**src/verilog/ext_ctrl_map.vh**
```
// register indices, field positions and reset values of the extension control bank
`ifndef EXT_CTRL_MAP_VH
`define EXT_CTRL_MAP_VH
`define IDX_EMU_MODE      7'h14
`define IDX_WR_PROTECT    7'h15
`define IDX_TRAP_ENABLE   7'h16
`define IDX_TRAP_STATUS   7'h17
`define IDX_ALT_HDISP_END 7'h18
`define IDX_ALT_HSYNC_ST  7'h19
`define IDX_ALT_HSYNC_END 7'h1A
`define IDX_ALT_HTOTAL    7'h1B
`define IDX_ALT_HBLANK_ST 7'h1C
`define IDX_ALT_HBLANK_END 7'h1D
`define IDX_ALT_ROW_OFS   7'h1E
`define IDX_SLIDE_CTRL    7'h20
`define IDX_HOLD_PLANE0   7'h21
`define IDX_HOLD_PLANE1   7'h22
`define IDX_HOLD_PLANE2   7'h23
`define IDX_HOLD_PLANE3   7'h24
`define IDX_FORCE_LEVELS  7'h27
// writable masks; reserved bits read zero
`define EMU_WR_MASK       8'hF3
`define PROT_WR_MASK      8'h7F
`define TRAP_WR_MASK      8'h3F
`define SLIDE_WR_MASK     8'h03
`define FORCE_WR_MASK     8'h3F
`define REG_RESET         8'h00
// emulation mode codes
`define EMU_STD           2'h0
`define EMU_COLOR_GFX     2'h1
`define EMU_MONO          2'h2
`define EMU_MONO_GFX      2'h3
// emulation control field positions
`define EMU_DE_MODE_BIT   4
`define EMU_VR_MODE_BIT   5
`define EMU_VS_MODE_BIT   6
`define EMU_IRQ_FN_BIT    7
// protect group bits
`define PROT_STD_GRP      0
`define PROT_CURSOR_GRP   1
`define PROT_SPLIT_GRP    2
`define PROT_VTIME_GRP    3
`define PROT_MISC_GRP     4
`define PROT_PAL_GRP      5
`define PROT_TIMING0_GRP  6
// trap groups
`define TRAP_GROUPS       6
`define TRAP_TIMING_BIT   5
// timing controller indices for trap group 5
`define CRTC_LAST_LOW     5'h0B
`define CRTC_FIRST_HIGH   5'h10
`define CRTC_LAST_HIGH    5'h18
// slide control bits and alternate blank end mode bit
`define SLIDE_EN_BIT      0
`define SLIDE_DIR_BIT     1
`define ALT_BLANK_MODE_BIT 7
`endif

```
**src/verilog/display_ext_control_regs.v**
```verilog
// extension control register bank of the display controller
// Functional notes
// - mode field picks standard/colour-gfx/mono/mono-gfx; bits 3-2 read back config port
// - status bit 0 shows display enable, or hsync when mode bit set
// - status bit 3 shows vertical retrace, or video level when mode bit set
// - status bit 7 shows vsync only when its mode bit is set
// - interrupt pin drive depends on function bit, bus type, enable and activity
// - protect bits 0 and 1 block standard group and cursor/char height writes
// - protect bits 2 and 3 block split-screen/mode and vertical timing writes
// - protect bit 4 blocks misc/feature; bit 5 kills palette strobes and state writes
// - protect bit 6 guards first eight timing registers except overflow bit 4, ORed
// - trap enables 0-5 raise trap output on matching accesses; cleared on reset
// - trapped accesses set sticky status bits; reading status clears them
// - status bit 5 covers timing indices 00-0B and 10-18
// - low-res colour-gfx and mono-gfx modes use alternate horizontal registers
// - alternate blank end bit 7 selects enhanced split-screen behaviour
// - alternate sync end bit 7 is blank end bit 5; bits 6-5 sync delay
// - slide mode shifts write data and merges previous carry-over
// - direction bit: left at 0, right at 1, only while slide enabled
// - four per-plane hold registers keep carry-over: plane 0 of mode 0, 2 and 3 writes, planes 1-3 of mode 1 writes
// - write modes 0, 2 and 3 use plane 0 hold; mode 1 uses each plane's own hold
// - force register bits 0-5 hold forced display enable/blank/sync levels
`timescale 1ns/1ps
`include "ext_ctrl_map.vh"
module display_ext_control_regs (
  input  wire        CORE_CLK_I,
  input  wire        RESET_I,
  // indexed extension port, same clock
  input  wire [6:0]  EXT_INDEX_I,
  input  wire        EXT_WR_I,
  input  wire        EXT_RD_I,
  input  wire [7:0]  EXT_WDATA_I,
  output reg  [7:0]  EXT_RDATA_O,
  // observed standard accesses, same clock
  input  wire        IO_ACCESS_I,
  input  wire [9:0]  IO_ADDR_I,
  input  wire        CRTC_ACCESS_I,
  input  wire [4:0]  CRTC_INDEX_I,
  input  wire        PAL_RD_REQ_I,
  input  wire        PAL_WR_REQ_I,
  input  wire        CRTC_PROTECT_I,
  input  wire [1:0]  MONO_CFG_I,
  // status sources, asynchronous to the core
  input  wire        DISP_EN_I,
  input  wire        HSYNC_I,
  input  wire        VRETRACE_I,
  input  wire        VIDEO_I,
  input  wire        VSYNC_I,
  input  wire        BUS_ALT_I,
  input  wire        IRQ_EN_I,
  input  wire        IRQ_ACTIVE_I,
  // sliding unit delay write path
  input  wire        CPU_WR_I,
  input  wire [1:0]  WR_MODE_I,
  input  wire [31:0] CPU_WDATA_I,
  output reg  [31:0] SLIDE_WDATA_O,
  output reg  [3:0]  STATUS1_BITS_O,
  output reg         IRQ_OUT_O,
  output reg         IRQ_OE_O,
  output reg  [6:0]  PROTECT_O,
  output reg         PROT_TIMING0_O,
  output reg         PAL_RD_STROBE_O,
  output reg         PAL_WR_STROBE_O,
  output reg         TRAP_O,
  output reg  [1:0]  EMU_MODE_O,
  output reg         ALT_TIMING_SEL_O,
  output reg  [7:0]  ALT_HTOTAL_O,
  output reg  [7:0]  ALT_HDISP_END_O,
  output reg  [7:0]  ALT_HBLANK_ST_O,
  output reg  [6:0]  ALT_HBLANK_END_O,
  output reg  [1:0]  ALT_DE_SKEW_O,
  output reg         ALT_SPLIT_ENH_O,
  output reg  [7:0]  ALT_HSYNC_ST_O,
  output reg  [4:0]  ALT_HSYNC_END_O,
  output reg  [1:0]  ALT_HSYNC_DLY_O,
  output reg  [7:0]  ALT_ROW_OFS_O,
  output reg  [5:0]  FORCE_LEVELS_O
);

  reg [7:0] emu_reg, prot_reg, trap_en_reg, trap_st_reg;
  reg [7:0] alt_hdisp_reg, alt_hss_reg, alt_hse_reg, alt_ht_reg;
  reg [7:0] alt_hbs_reg, alt_hbe_reg, alt_ofs_reg, slide_reg, force_reg;
  reg [7:0] hold_reg [0:3];
  reg [4:0] sync1_reg, sync2_reg;
  reg [1:0] irq_sync1_reg, irq_sync2_reg;
  reg [5:0] trap_hit;
  reg [7:0] rd_next;
  reg       sts_bit0, sts_bit3, sts_bit7;
  integer   p;

  // trap group decode of one observed access
  function [5:0] trap_groups;
    input       io_acc;
    input [9:0] addr;
    input       crtc_acc;
    input [4:0] cidx;
    begin
      trap_groups = 6'h00;
      if (io_acc) begin
        trap_groups[0] = (addr == 10'h3B4) || (addr == 10'h3B5);
        trap_groups[1] = (addr == 10'h3B8) || (addr == 10'h3BF);
        trap_groups[2] = (addr[9:4] == 6'h3C);
        trap_groups[3] = (addr == 10'h3D4) || (addr == 10'h3D5);
        trap_groups[4] = (addr == 10'h3D8) || (addr == 10'h3D9);
      end
      if (crtc_acc)
        trap_groups[5] = (cidx <= `CRTC_LAST_LOW) ||
                         ((cidx >= `CRTC_FIRST_HIGH) && (cidx <= `CRTC_LAST_HIGH));
    end
  endfunction

  // one plane's slide: shift by one unit and pull in carry-over from hold
  function [7:0] slide_byte;
    input [7:0] d;
    input [7:0] hold;
    input       right;
    begin
      if (right)
        slide_byte = {hold[0], d[7:1]};
      else
        slide_byte = {d[6:0], hold[7]};
    end
  endfunction

  ////////////////////////////////////////////////////////////////////////
  // status sources come from the video clock; two flops before use, except BUS_ALT_I, which is used directly
  always @(posedge CORE_CLK_I or posedge RESET_I) begin
    if (RESET_I) begin
      sync1_reg     <= 5'h00;
      sync2_reg     <= 5'h00;
      irq_sync1_reg <= 2'h0;
      irq_sync2_reg <= 2'h0;
    end else begin
      sync1_reg     <= {VSYNC_I, VIDEO_I, VRETRACE_I, HSYNC_I, DISP_EN_I};
      sync2_reg     <= sync1_reg;
      irq_sync1_reg <= {IRQ_ACTIVE_I, IRQ_EN_I};
      irq_sync2_reg <= irq_sync1_reg;
    end
  end

  ////////////////////////////////////////////////////////////////////////
  // readback mux and trap decode
  always @* begin
    trap_hit = trap_groups(IO_ACCESS_I, IO_ADDR_I, CRTC_ACCESS_I, CRTC_INDEX_I);
    case (EXT_INDEX_I)
      // config port readback in bits 3-2
      `IDX_EMU_MODE:       rd_next = {emu_reg[7:4], MONO_CFG_I, emu_reg[1:0]};
      `IDX_WR_PROTECT:     rd_next = prot_reg;
      `IDX_TRAP_ENABLE:    rd_next = trap_en_reg;
      `IDX_TRAP_STATUS:    rd_next = trap_st_reg;
      `IDX_ALT_HDISP_END:  rd_next = alt_hdisp_reg;
      `IDX_ALT_HSYNC_ST:   rd_next = alt_hss_reg;
      `IDX_ALT_HSYNC_END:  rd_next = alt_hse_reg;
      `IDX_ALT_HTOTAL:     rd_next = alt_ht_reg;
      `IDX_ALT_HBLANK_ST:  rd_next = alt_hbs_reg;
      `IDX_ALT_HBLANK_END: rd_next = alt_hbe_reg;
      `IDX_ALT_ROW_OFS:    rd_next = alt_ofs_reg;
      `IDX_SLIDE_CTRL:     rd_next = slide_reg;
      `IDX_HOLD_PLANE0:    rd_next = hold_reg[0];
      `IDX_HOLD_PLANE1:    rd_next = hold_reg[1];
      `IDX_HOLD_PLANE2:    rd_next = hold_reg[2];
      `IDX_HOLD_PLANE3:    rd_next = hold_reg[3];
      `IDX_FORCE_LEVELS:   rd_next = force_reg;
      default:             rd_next = `REG_RESET;
    endcase
    sts_bit0 = emu_reg[`EMU_DE_MODE_BIT] ? sync2_reg[1] : sync2_reg[0];
    sts_bit3 = emu_reg[`EMU_VR_MODE_BIT] ? sync2_reg[3] : sync2_reg[2];
    sts_bit7 = emu_reg[`EMU_VS_MODE_BIT] & sync2_reg[4];
  end

  ////////////////////////////////////////////////////////////////////////
  // register writes; masks keep reserved bits at zero
  always @(posedge CORE_CLK_I or posedge RESET_I) begin
    if (RESET_I) begin
      emu_reg       <= `REG_RESET;
      prot_reg      <= `REG_RESET;
      trap_en_reg   <= `REG_RESET;
      trap_st_reg   <= `REG_RESET;
      alt_hdisp_reg <= `REG_RESET;
      alt_hss_reg   <= `REG_RESET;
      alt_hse_reg   <= `REG_RESET;
      alt_ht_reg    <= `REG_RESET;
      alt_hbs_reg   <= `REG_RESET;
      alt_hbe_reg   <= `REG_RESET;
      alt_ofs_reg   <= `REG_RESET;
      slide_reg     <= `REG_RESET;
      force_reg     <= `REG_RESET;
      for (p = 0; p < 4; p = p + 1)
        hold_reg[p] <= `REG_RESET;
      EXT_RDATA_O   <= `REG_RESET;
    end else begin
      if (EXT_RD_I)
        EXT_RDATA_O <= rd_next;
      // read clears, a trap in the same cycle wins
      if (EXT_RD_I && (EXT_INDEX_I == `IDX_TRAP_STATUS))
        trap_st_reg <= {2'h0, trap_hit & trap_en_reg[5:0]};
      else
        trap_st_reg <= trap_st_reg | {2'h0, trap_hit & trap_en_reg[5:0]};
      if (EXT_WR_I) begin
        case (EXT_INDEX_I)
          // reserved and read-only bits are masked
          `IDX_EMU_MODE:       emu_reg       <= EXT_WDATA_I & `EMU_WR_MASK;
          `IDX_WR_PROTECT:     prot_reg      <= EXT_WDATA_I & `PROT_WR_MASK;
          `IDX_TRAP_ENABLE:    trap_en_reg   <= EXT_WDATA_I & `TRAP_WR_MASK;
          `IDX_ALT_HDISP_END:  alt_hdisp_reg <= EXT_WDATA_I;
          `IDX_ALT_HSYNC_ST:   alt_hss_reg   <= EXT_WDATA_I;
          `IDX_ALT_HSYNC_END:  alt_hse_reg   <= EXT_WDATA_I;
          `IDX_ALT_HTOTAL:     alt_ht_reg    <= EXT_WDATA_I;
          `IDX_ALT_HBLANK_ST:  alt_hbs_reg   <= EXT_WDATA_I;
          `IDX_ALT_HBLANK_END: alt_hbe_reg   <= EXT_WDATA_I;
          `IDX_ALT_ROW_OFS:    alt_ofs_reg   <= EXT_WDATA_I;
          `IDX_SLIDE_CTRL:     slide_reg     <= EXT_WDATA_I & `SLIDE_WR_MASK;
          `IDX_FORCE_LEVELS:   force_reg     <= EXT_WDATA_I & `FORCE_WR_MASK;
          default:             ;
        endcase
      end
      // carry-over capture; software writes take priority
      for (p = 0; p < 4; p = p + 1) begin
        if (EXT_WR_I && (EXT_INDEX_I == (`IDX_HOLD_PLANE0 + p[6:0])))
          hold_reg[p] <= EXT_WDATA_I;
        // plane 0 in modes 0, 2 and 3, planes 1-3 in mode 1
        else if (CPU_WR_I && slide_reg[`SLIDE_EN_BIT] &&
                 (((WR_MODE_I != 2'h1) && (p == 0)) || ((WR_MODE_I == 2'h1) && (p != 0))))
          hold_reg[p] <= CPU_WDATA_I[p*8 +: 8];
      end
    end
  end

  ////////////////////////////////////////////////////////////////////////
  // registered outputs
  always @(posedge CORE_CLK_I or posedge RESET_I) begin
    if (RESET_I) begin
      SLIDE_WDATA_O    <= 32'h00000000;
      STATUS1_BITS_O   <= 4'h0;
      IRQ_OUT_O        <= 1'b0;
      IRQ_OE_O         <= 1'b0;
      PROTECT_O        <= 7'h00;
      PROT_TIMING0_O   <= 1'b0;
      PAL_RD_STROBE_O  <= 1'b0;
      PAL_WR_STROBE_O  <= 1'b0;
      TRAP_O           <= 1'b0;
      EMU_MODE_O       <= `EMU_STD;
      ALT_TIMING_SEL_O <= 1'b0;
      ALT_HTOTAL_O     <= 8'h00;
      ALT_HDISP_END_O  <= 8'h00;
      ALT_HBLANK_ST_O  <= 8'h00;
      ALT_HBLANK_END_O <= 7'h00;
      ALT_DE_SKEW_O    <= 2'h0;
      ALT_SPLIT_ENH_O  <= 1'b0;
      ALT_HSYNC_ST_O   <= 8'h00;
      ALT_HSYNC_END_O  <= 5'h00;
      ALT_HSYNC_DLY_O  <= 2'h0;
      ALT_ROW_OFS_O    <= 8'h00;
      FORCE_LEVELS_O   <= 6'h00;
    end else begin
      // sliding merge before rotate/logic op downstream
      for (p = 0; p < 4; p = p + 1) begin
        if (slide_reg[`SLIDE_EN_BIT])
          SLIDE_WDATA_O[p*8 +: 8] <= slide_byte(CPU_WDATA_I[p*8 +: 8],
                                       (WR_MODE_I == 2'h1) ? hold_reg[p] : hold_reg[0],
                                       slide_reg[`SLIDE_DIR_BIT]);
        else
          SLIDE_WDATA_O[p*8 +: 8] <= CPU_WDATA_I[p*8 +: 8];
      end
      // order: bit7, bit3, unused slot zero, bit0
      STATUS1_BITS_O <= {sts_bit7, sts_bit3, 1'b0, sts_bit0};
      if (!emu_reg[`EMU_IRQ_FN_BIT]) begin
        IRQ_OE_O  <= BUS_ALT_I & irq_sync2_reg[0] & irq_sync2_reg[1];
        IRQ_OUT_O <= 1'b0;
      end else begin
        IRQ_OE_O  <= ~BUS_ALT_I & irq_sync2_reg[0];
        IRQ_OUT_O <= irq_sync2_reg[1];
      end
      PROTECT_O <= prot_reg[6:0];
      // auxiliary protect ORed with the timing controller's own bit
      PROT_TIMING0_O <= prot_reg[`PROT_TIMING0_GRP] | CRTC_PROTECT_I;
      PAL_RD_STROBE_O <= PAL_RD_REQ_I & ~prot_reg[`PROT_PAL_GRP];
      PAL_WR_STROBE_O <= PAL_WR_REQ_I & ~prot_reg[`PROT_PAL_GRP];
      // trap output on enabled group hit
      TRAP_O <= |(trap_hit & trap_en_reg[5:0]);
      EMU_MODE_O <= emu_reg[1:0];
      // alternate timing in colour-gfx and mono-gfx emulation
      ALT_TIMING_SEL_O <= (emu_reg[1:0] == `EMU_COLOR_GFX) ||
                          (emu_reg[1:0] == `EMU_MONO_GFX);
      ALT_HTOTAL_O    <= alt_ht_reg;
      ALT_HDISP_END_O <= alt_hdisp_reg;
      ALT_HBLANK_ST_O <= alt_hbs_reg;
      // blank end bit 5 lives in sync end bit 7
      ALT_HBLANK_END_O <= {1'b0, alt_hse_reg[7], alt_hbe_reg[4:0]};
      ALT_DE_SKEW_O    <= alt_hbe_reg[6:5];
      ALT_SPLIT_ENH_O <= alt_hbe_reg[`ALT_BLANK_MODE_BIT];
      ALT_HSYNC_ST_O  <= alt_hss_reg;
      ALT_HSYNC_END_O <= alt_hse_reg[4:0];
      ALT_HSYNC_DLY_O <= alt_hse_reg[6:5];
      ALT_ROW_OFS_O   <= alt_ofs_reg;
      FORCE_LEVELS_O <= force_reg[5:0];
    end
  end

endmodule

```
**config.mk**
```make
export PLATFORM = sky130hd
export DESIGN_NAME = display_ext_control_regs
export DESIGN_NICKNAME = d
export VERILOG_FILES = /design/src/verilog/display_ext_control_regs.v
export VERILOG_INCLUDE_DIRS = /design/src /design/src/verilog
export SDC_FILE = /design/constraint.sdc
export NUM_CORES = 1
export LEC_CHECK = 0
export ABC_AREA = 1
export BUFFER_PORTS_ARGS = -buffer_cell sky130_fd_sc_hd__buf_4
export CAP_MARGIN = 20
export CORE_MARGIN = 2
export CORE_UTILIZATION = 25
export DETAILED_ROUTE_END_ITERATION = 8
export PLACE_DENSITY = 0.45
export SETUP_SLACK_MARGIN = 0.3
export SLEW_MARGIN = 20
export SYNTH_ARGS = -nofsm -noshare
export SYNTH_HDL_FRONTEND = slang
export SYNTH_SLANG_ARGS = --single-unit
```
**constraint.sdc**
```tcl
create_clock -name CORE_CLK_I -period 17.9 [get_ports CORE_CLK_I]
set_clock_uncertainty 0.2 [all_clocks]
set_input_delay 1.79 -clock CORE_CLK_I [delete_from_list [all_inputs] [get_ports CORE_CLK_I]]
set_output_delay 1.79 -clock CORE_CLK_I [all_outputs]
set_load 0.02 [all_outputs]
```
-- Yosys cells after proc, flatten, opt, wreduce, memory -nomap -nowiden
Cells that the tools add are included.
W data, S select, Z words.
- add/subtract/negate cells: 0
- multipliers: 0
- div/mod/pow operators: 0
- magnitude comparators: 3
- equality and inequality tests: 30
- shift-type cells: 0
- multiplexer cells: 27
- bitwise operators: 11
- reduce and logical (&&, ||, !) cells: 32
- operators with widths (cell ; count):
    $mux W8 ; 20
    $pmux W8 S17 ; 1
    $eq A10 B10 Y1 const B ; 8
    $eq A7 B5 Y1 const B ; 11
    $eq A7 B6 Y1 const B ; 6
    $reduce_and A2 Y1 ; 12
    $logic_and A1 B1 Y1 ; 9
    $or A8 B6 Y8 ; 1
    $reduce_bool A2 Y1 ; 4
    $and A1 B1 Y1 ; 6
    $and A6 B6 Y6 ; 1
    $eq A6 B6 Y1 const B ; 1
    $logic_or A1 B1 Y1 ; 6
    $reduce_or A6 Y1 ; 1
    $ge A5 B5 Y1 const B ; 1
    $le A5 B4 Y1 const B ; 1
    $le A5 B5 Y1 const B ; 1
    $mux W1 ; 5
    $mux W5 ; 1
    $eq A2 B1 Y1 const B ; 2
    $eq A2 B2 Y1 const B ; 1
    $ne A2 B1 Y1 const B ; 1
    $not A1 Y1 ; 2
    $or A1 B1 Y1 ; 1
- register bits after elaboration: 258
- bits in latches: 0
- RAM bits: 0
- ROM bits: 0
- bits of input ports: 84
- word-level logic and storage cells: 147
- memories kept: 0

-- Longest topological paths before layout
- depth in word-level cells: 7
- depth in mapped cells: 13

-- Worst setup path after synthesis
OpenSTA, ideal clock, no wires.
- kind: input to register
- start point: in WR_MODE_I[0]
- end point: reg hold_reg[15] in the netlist's numbering
- setup time: 142 ps
- arrival time: 2765 ps
- required time: 17558 ps
- slack: 14793 ps
- cell stages on the path: 8
- path through: inv_1 > nor2_1 > inv_1 > nor2_2 > inv_2 > clkbuf_1 > nand2_1 > o221ai_1
- longest elaborated chain between the ends: 3
- ends and longest elaborated chain (element ; RTL line ; RTL):
    from (decl) ; display_ext_control_regs.v:54 ; input wire [1:0] WR_MODE_I,
    $eq A2 B1 Y1 ; display_ext_control_regs.v:223 ; (((WR_MODE_I != 2'h1) && (p == 0)) || ((WR_MODE_I == 2'h1) && (p != 0))))
    $logic_and A1 B1 Y1 ; display_ext_control_regs.v:222 ; else if (CPU_WR_I && slide_reg[`SLIDE_EN_BIT] &&
    $reduce_bool A2 Y1 (no source line) ; n/a ;
    to (signal, indexed assignment) ; display_ext_control_regs.v:189 ; hold_reg[p] <= `REG_RESET;
    to (signal, indexed assignment) ; display_ext_control_regs.v:224 ; hold_reg[p] <= CPU_WDATA_I[p*8 +: 8];
    to (decl) ; display_ext_control_regs.v:83 ; reg [7:0] hold_reg [0:3];
No other way between the ends.
A chain may end at the register's enable or synchronous reset.

==> flow_summary.json <==
{
  "start_util_pct": 25.4,
  "yosysTopAreaCell": "dfrtp_1",
  "overflow": 0,
  "ys.flop_type": "dfrtp_1",
  "worstHoldStart": "irq_sync1_reg[1]",
  "die_y_um": 208,
  "total_power_mw": 1.50,
  "synth.avg_cell_area_sq_um": 9.26,
  "synthCells": 1121,
  "routed_wl_um": 35100,
  "syn_area_sq_mm": 0.0104,
  "reg2reg_slack_ns": 14.82,
  "hpwlAfterDp_um": 25000,
  "power_density_mw_per_mm2": 112,
  "clk_latency_ns": 0.58,
  "slew-limit-headroom_pct": 34.1,
  "synth_top_family_by_area": "simple AND/OR/NAND/NOR gates",
  "synth.most_common_cell": "nand2_1",
  "rsz0062_at_grt": "no",
  "power_leakage_nw": 6.57,
  "fillers": 4295,
  "yosys.area_share.adder_pct": 0,
  "coreArea_sq_mm": 0.0409,
  "setup_viol": 0,
  "grt_pass1_wl_um": 53700,
  "first_global_vias": 8621,
  "run_status": "finished, final reports clean",
  "synthMuxAreaShare_pct": 0.217,
  "clkTransAtPathRegs_ns": 0.06,
  "nets": 1391,
  "drtIter0Drc": 601,
  "ctsHtreeMaxLevel": 1,
  "synth-xor-area-share_pct": 0,
  "period_minus_slack_ns": 3.99,
  "cts_root_buffer": "clkbuf_16",
  "tightest_slew_ns": 0.989,
  "vias": 8512,
  "area_growth_pct": 29.1,
  "drv_cap": 0,
  "layout-drive-gt1-share_pct": 22.9,
  "cts_tree": "done",
  "synth-seq-cells": 256,
  "antenna_found_initial": 0,
  "ys_seq_area_share_pct": 61.7,
  "drc": 0,
  "crit_path_end_kind": "asynchronous set/reset pin",
  "post_cts_buffers": 0,
  "antennaDiodeCount": 0,
  "ant_nets": 0,
  "die_area_sq_mm": 0.0432,
  "num_rows": 74,
  "fin_crit_sh_pct": 22.3,
  "crit_arrival_ns": 4.29,
  "synth_edf_count": 0,
  "hold_slack_ns": 0.147,
  "crit_path_start_kind": "input pin",
  "synthDistinctLibCells": 32,
  "hold_path_class": "reg2reg",
  "drv_slew": 0,
  "io_pins": 207,
  "synthTopCellsByCount": "nand2_1, dfrtp_1, nand3_1",
  "grt_max_degree": 99,
  "viasPerCell": 4.57,
  "portBuffers": 204,
  "clockBufferDepth": 3,
  "die_width_um": 208,
  "synth_area_leaders": "dfrtp_1, nand2_1, nand3_1",
  "hold_buffers": 0,
  "worstReg2RegStart": "slide_reg[0]",
  "cp.required_ns": 18.20,
  "drt_first_pass_iters": 5,
  "hold_viol_final": 0,
  "path_class": "in2async",
  "synthSimpleGateAreaFrac_pct": 22.1,
  "cts_buffers": 30,
  "cp-startpoint": "RESET_I",
  "tns_ns": 0,
  "max_freq_mhz": 251,
  "routabilityCongestion": 0.798,
  "clkSinkCount": 256,
  "crit_fanout": 98,
  "cts.repair.resized": 0,
  "synth_compound_area_share_pct": 10.4,
  "synthArstFlopShare_pct": 100,
  "grt_usage_pct": 16.1,
  "max-vdd-ir-drop_uv": 70.8,
  "yosys_warnings": 0,
  "yosysTopAreaCellShare_pct": 61.7,
  "wire_per_inst_um": 18.9
}
[cell type report]
class	count	area, sq um	share of cell area, %
clock buffer	44	883	6.59
multi-input combinational	727	3410	25.5
sequential	256	6410	47.8
clock inverter	10	141	1.05
inverter	82	315	2.35
timing repair buffer	210	1580	11.8
tap	532	666	4.97
[worst paths after layout]
path / cells past startpoint / end
max: 4 / slide_reg[0]
min: 0 / irq_sync2_reg[1]
max reg2reg: 6 / hold_reg[11]
min reg2reg: 0 / irq_sync2_reg[1]
max in group CORE_CLK_I: 7 / hold_reg[11]
min in group asynchronous: 2 / SLIDE_WDATA_O[3]
[power breakdown]
group	total (mW)	leakage (nW)	switching (mW)	internal, mW
logic	0.187	2.73	0.115	0.0719
registers	0.683	3.35	0.0430	0.640
clock network	0.630	0.500	0.248	0.383
[metal layers]
| metal | global-route usage (%) | vias up | routed length [um] |
|---|---|---|---|
| met5 | 0 | - | 0 |
| met4 | 3.86 | 0 | 765 |
| met3 | 2.97 | 44 | 2080 |
| met2 | 25.7 | 278 | 16100 |
| met1 | 22.6 | 4102 | 16100 |
| li1 | - | 4088 | - |
[critical path, stage by stage]
cell and delay [ns]:
buf_4 0.13, inv_8 0.45, buf_4 0.88, buf_4 0.90
[cells by family (layout without fill, tap and decap cells)]
| kind of cell | Yosys count | in the layout |
|---|---|---|
| AND/OR/NAND/NOR | 537 | 537 |
| flip-flops | 256 | 256 |
| AO/OA/AOI/OAI | 186 | 186 |
| buffers and inverters | 139 | 346 |
| multiplexers | 2 | 2 |
| other | 1 | 2 |
[cells in the final DEF (no fill, tap or decap), types with 3 or more instances in the layout]
| cell type | count |
|---|---|
| a31oi_1 | 23 |
| o211ai_1 | 23 |
| inv_1 | 65 |
| nor3_2 | 3 |
| o21ai_0 | 27 |
| inv_2 | 15 |
| nor3_1 | 3 |
| clkbuf_16 | 30 |
| o221ai_1 | 15 |
| nand2_1 | 277 |
| nor2_2 | 8 |
| nor2_1 | 90 |
| clkbuf_8 | 8 |
| buf_4 | 210 |
| clkinv_2 | 4 |
| dfrtp_1 | 255 |
| nor2_4 | 4 |
| nand3_1 | 137 |
| a21oi_1 | 6 |
| bufinv_16 | 3 |
| nand2_2 | 10 |
| clkbuf_1 | 6 |
| o21ai_1 | 89 |
[stage by stage]
stage	setup slack [ns]	utilization, %	cell area [sq um]	std cells
final	13.91	32.7	13400	1861
after global routing	13.41	32.7	13400	1861
after CTS	13.74	32.7	13400	1861
after detailed placement	13.12	30.2	12400	1807
after global placement	13.13	30.2	12400	1807
after floorplan	8.87	-	10400	1122
(Power assumes the default switching activity.)
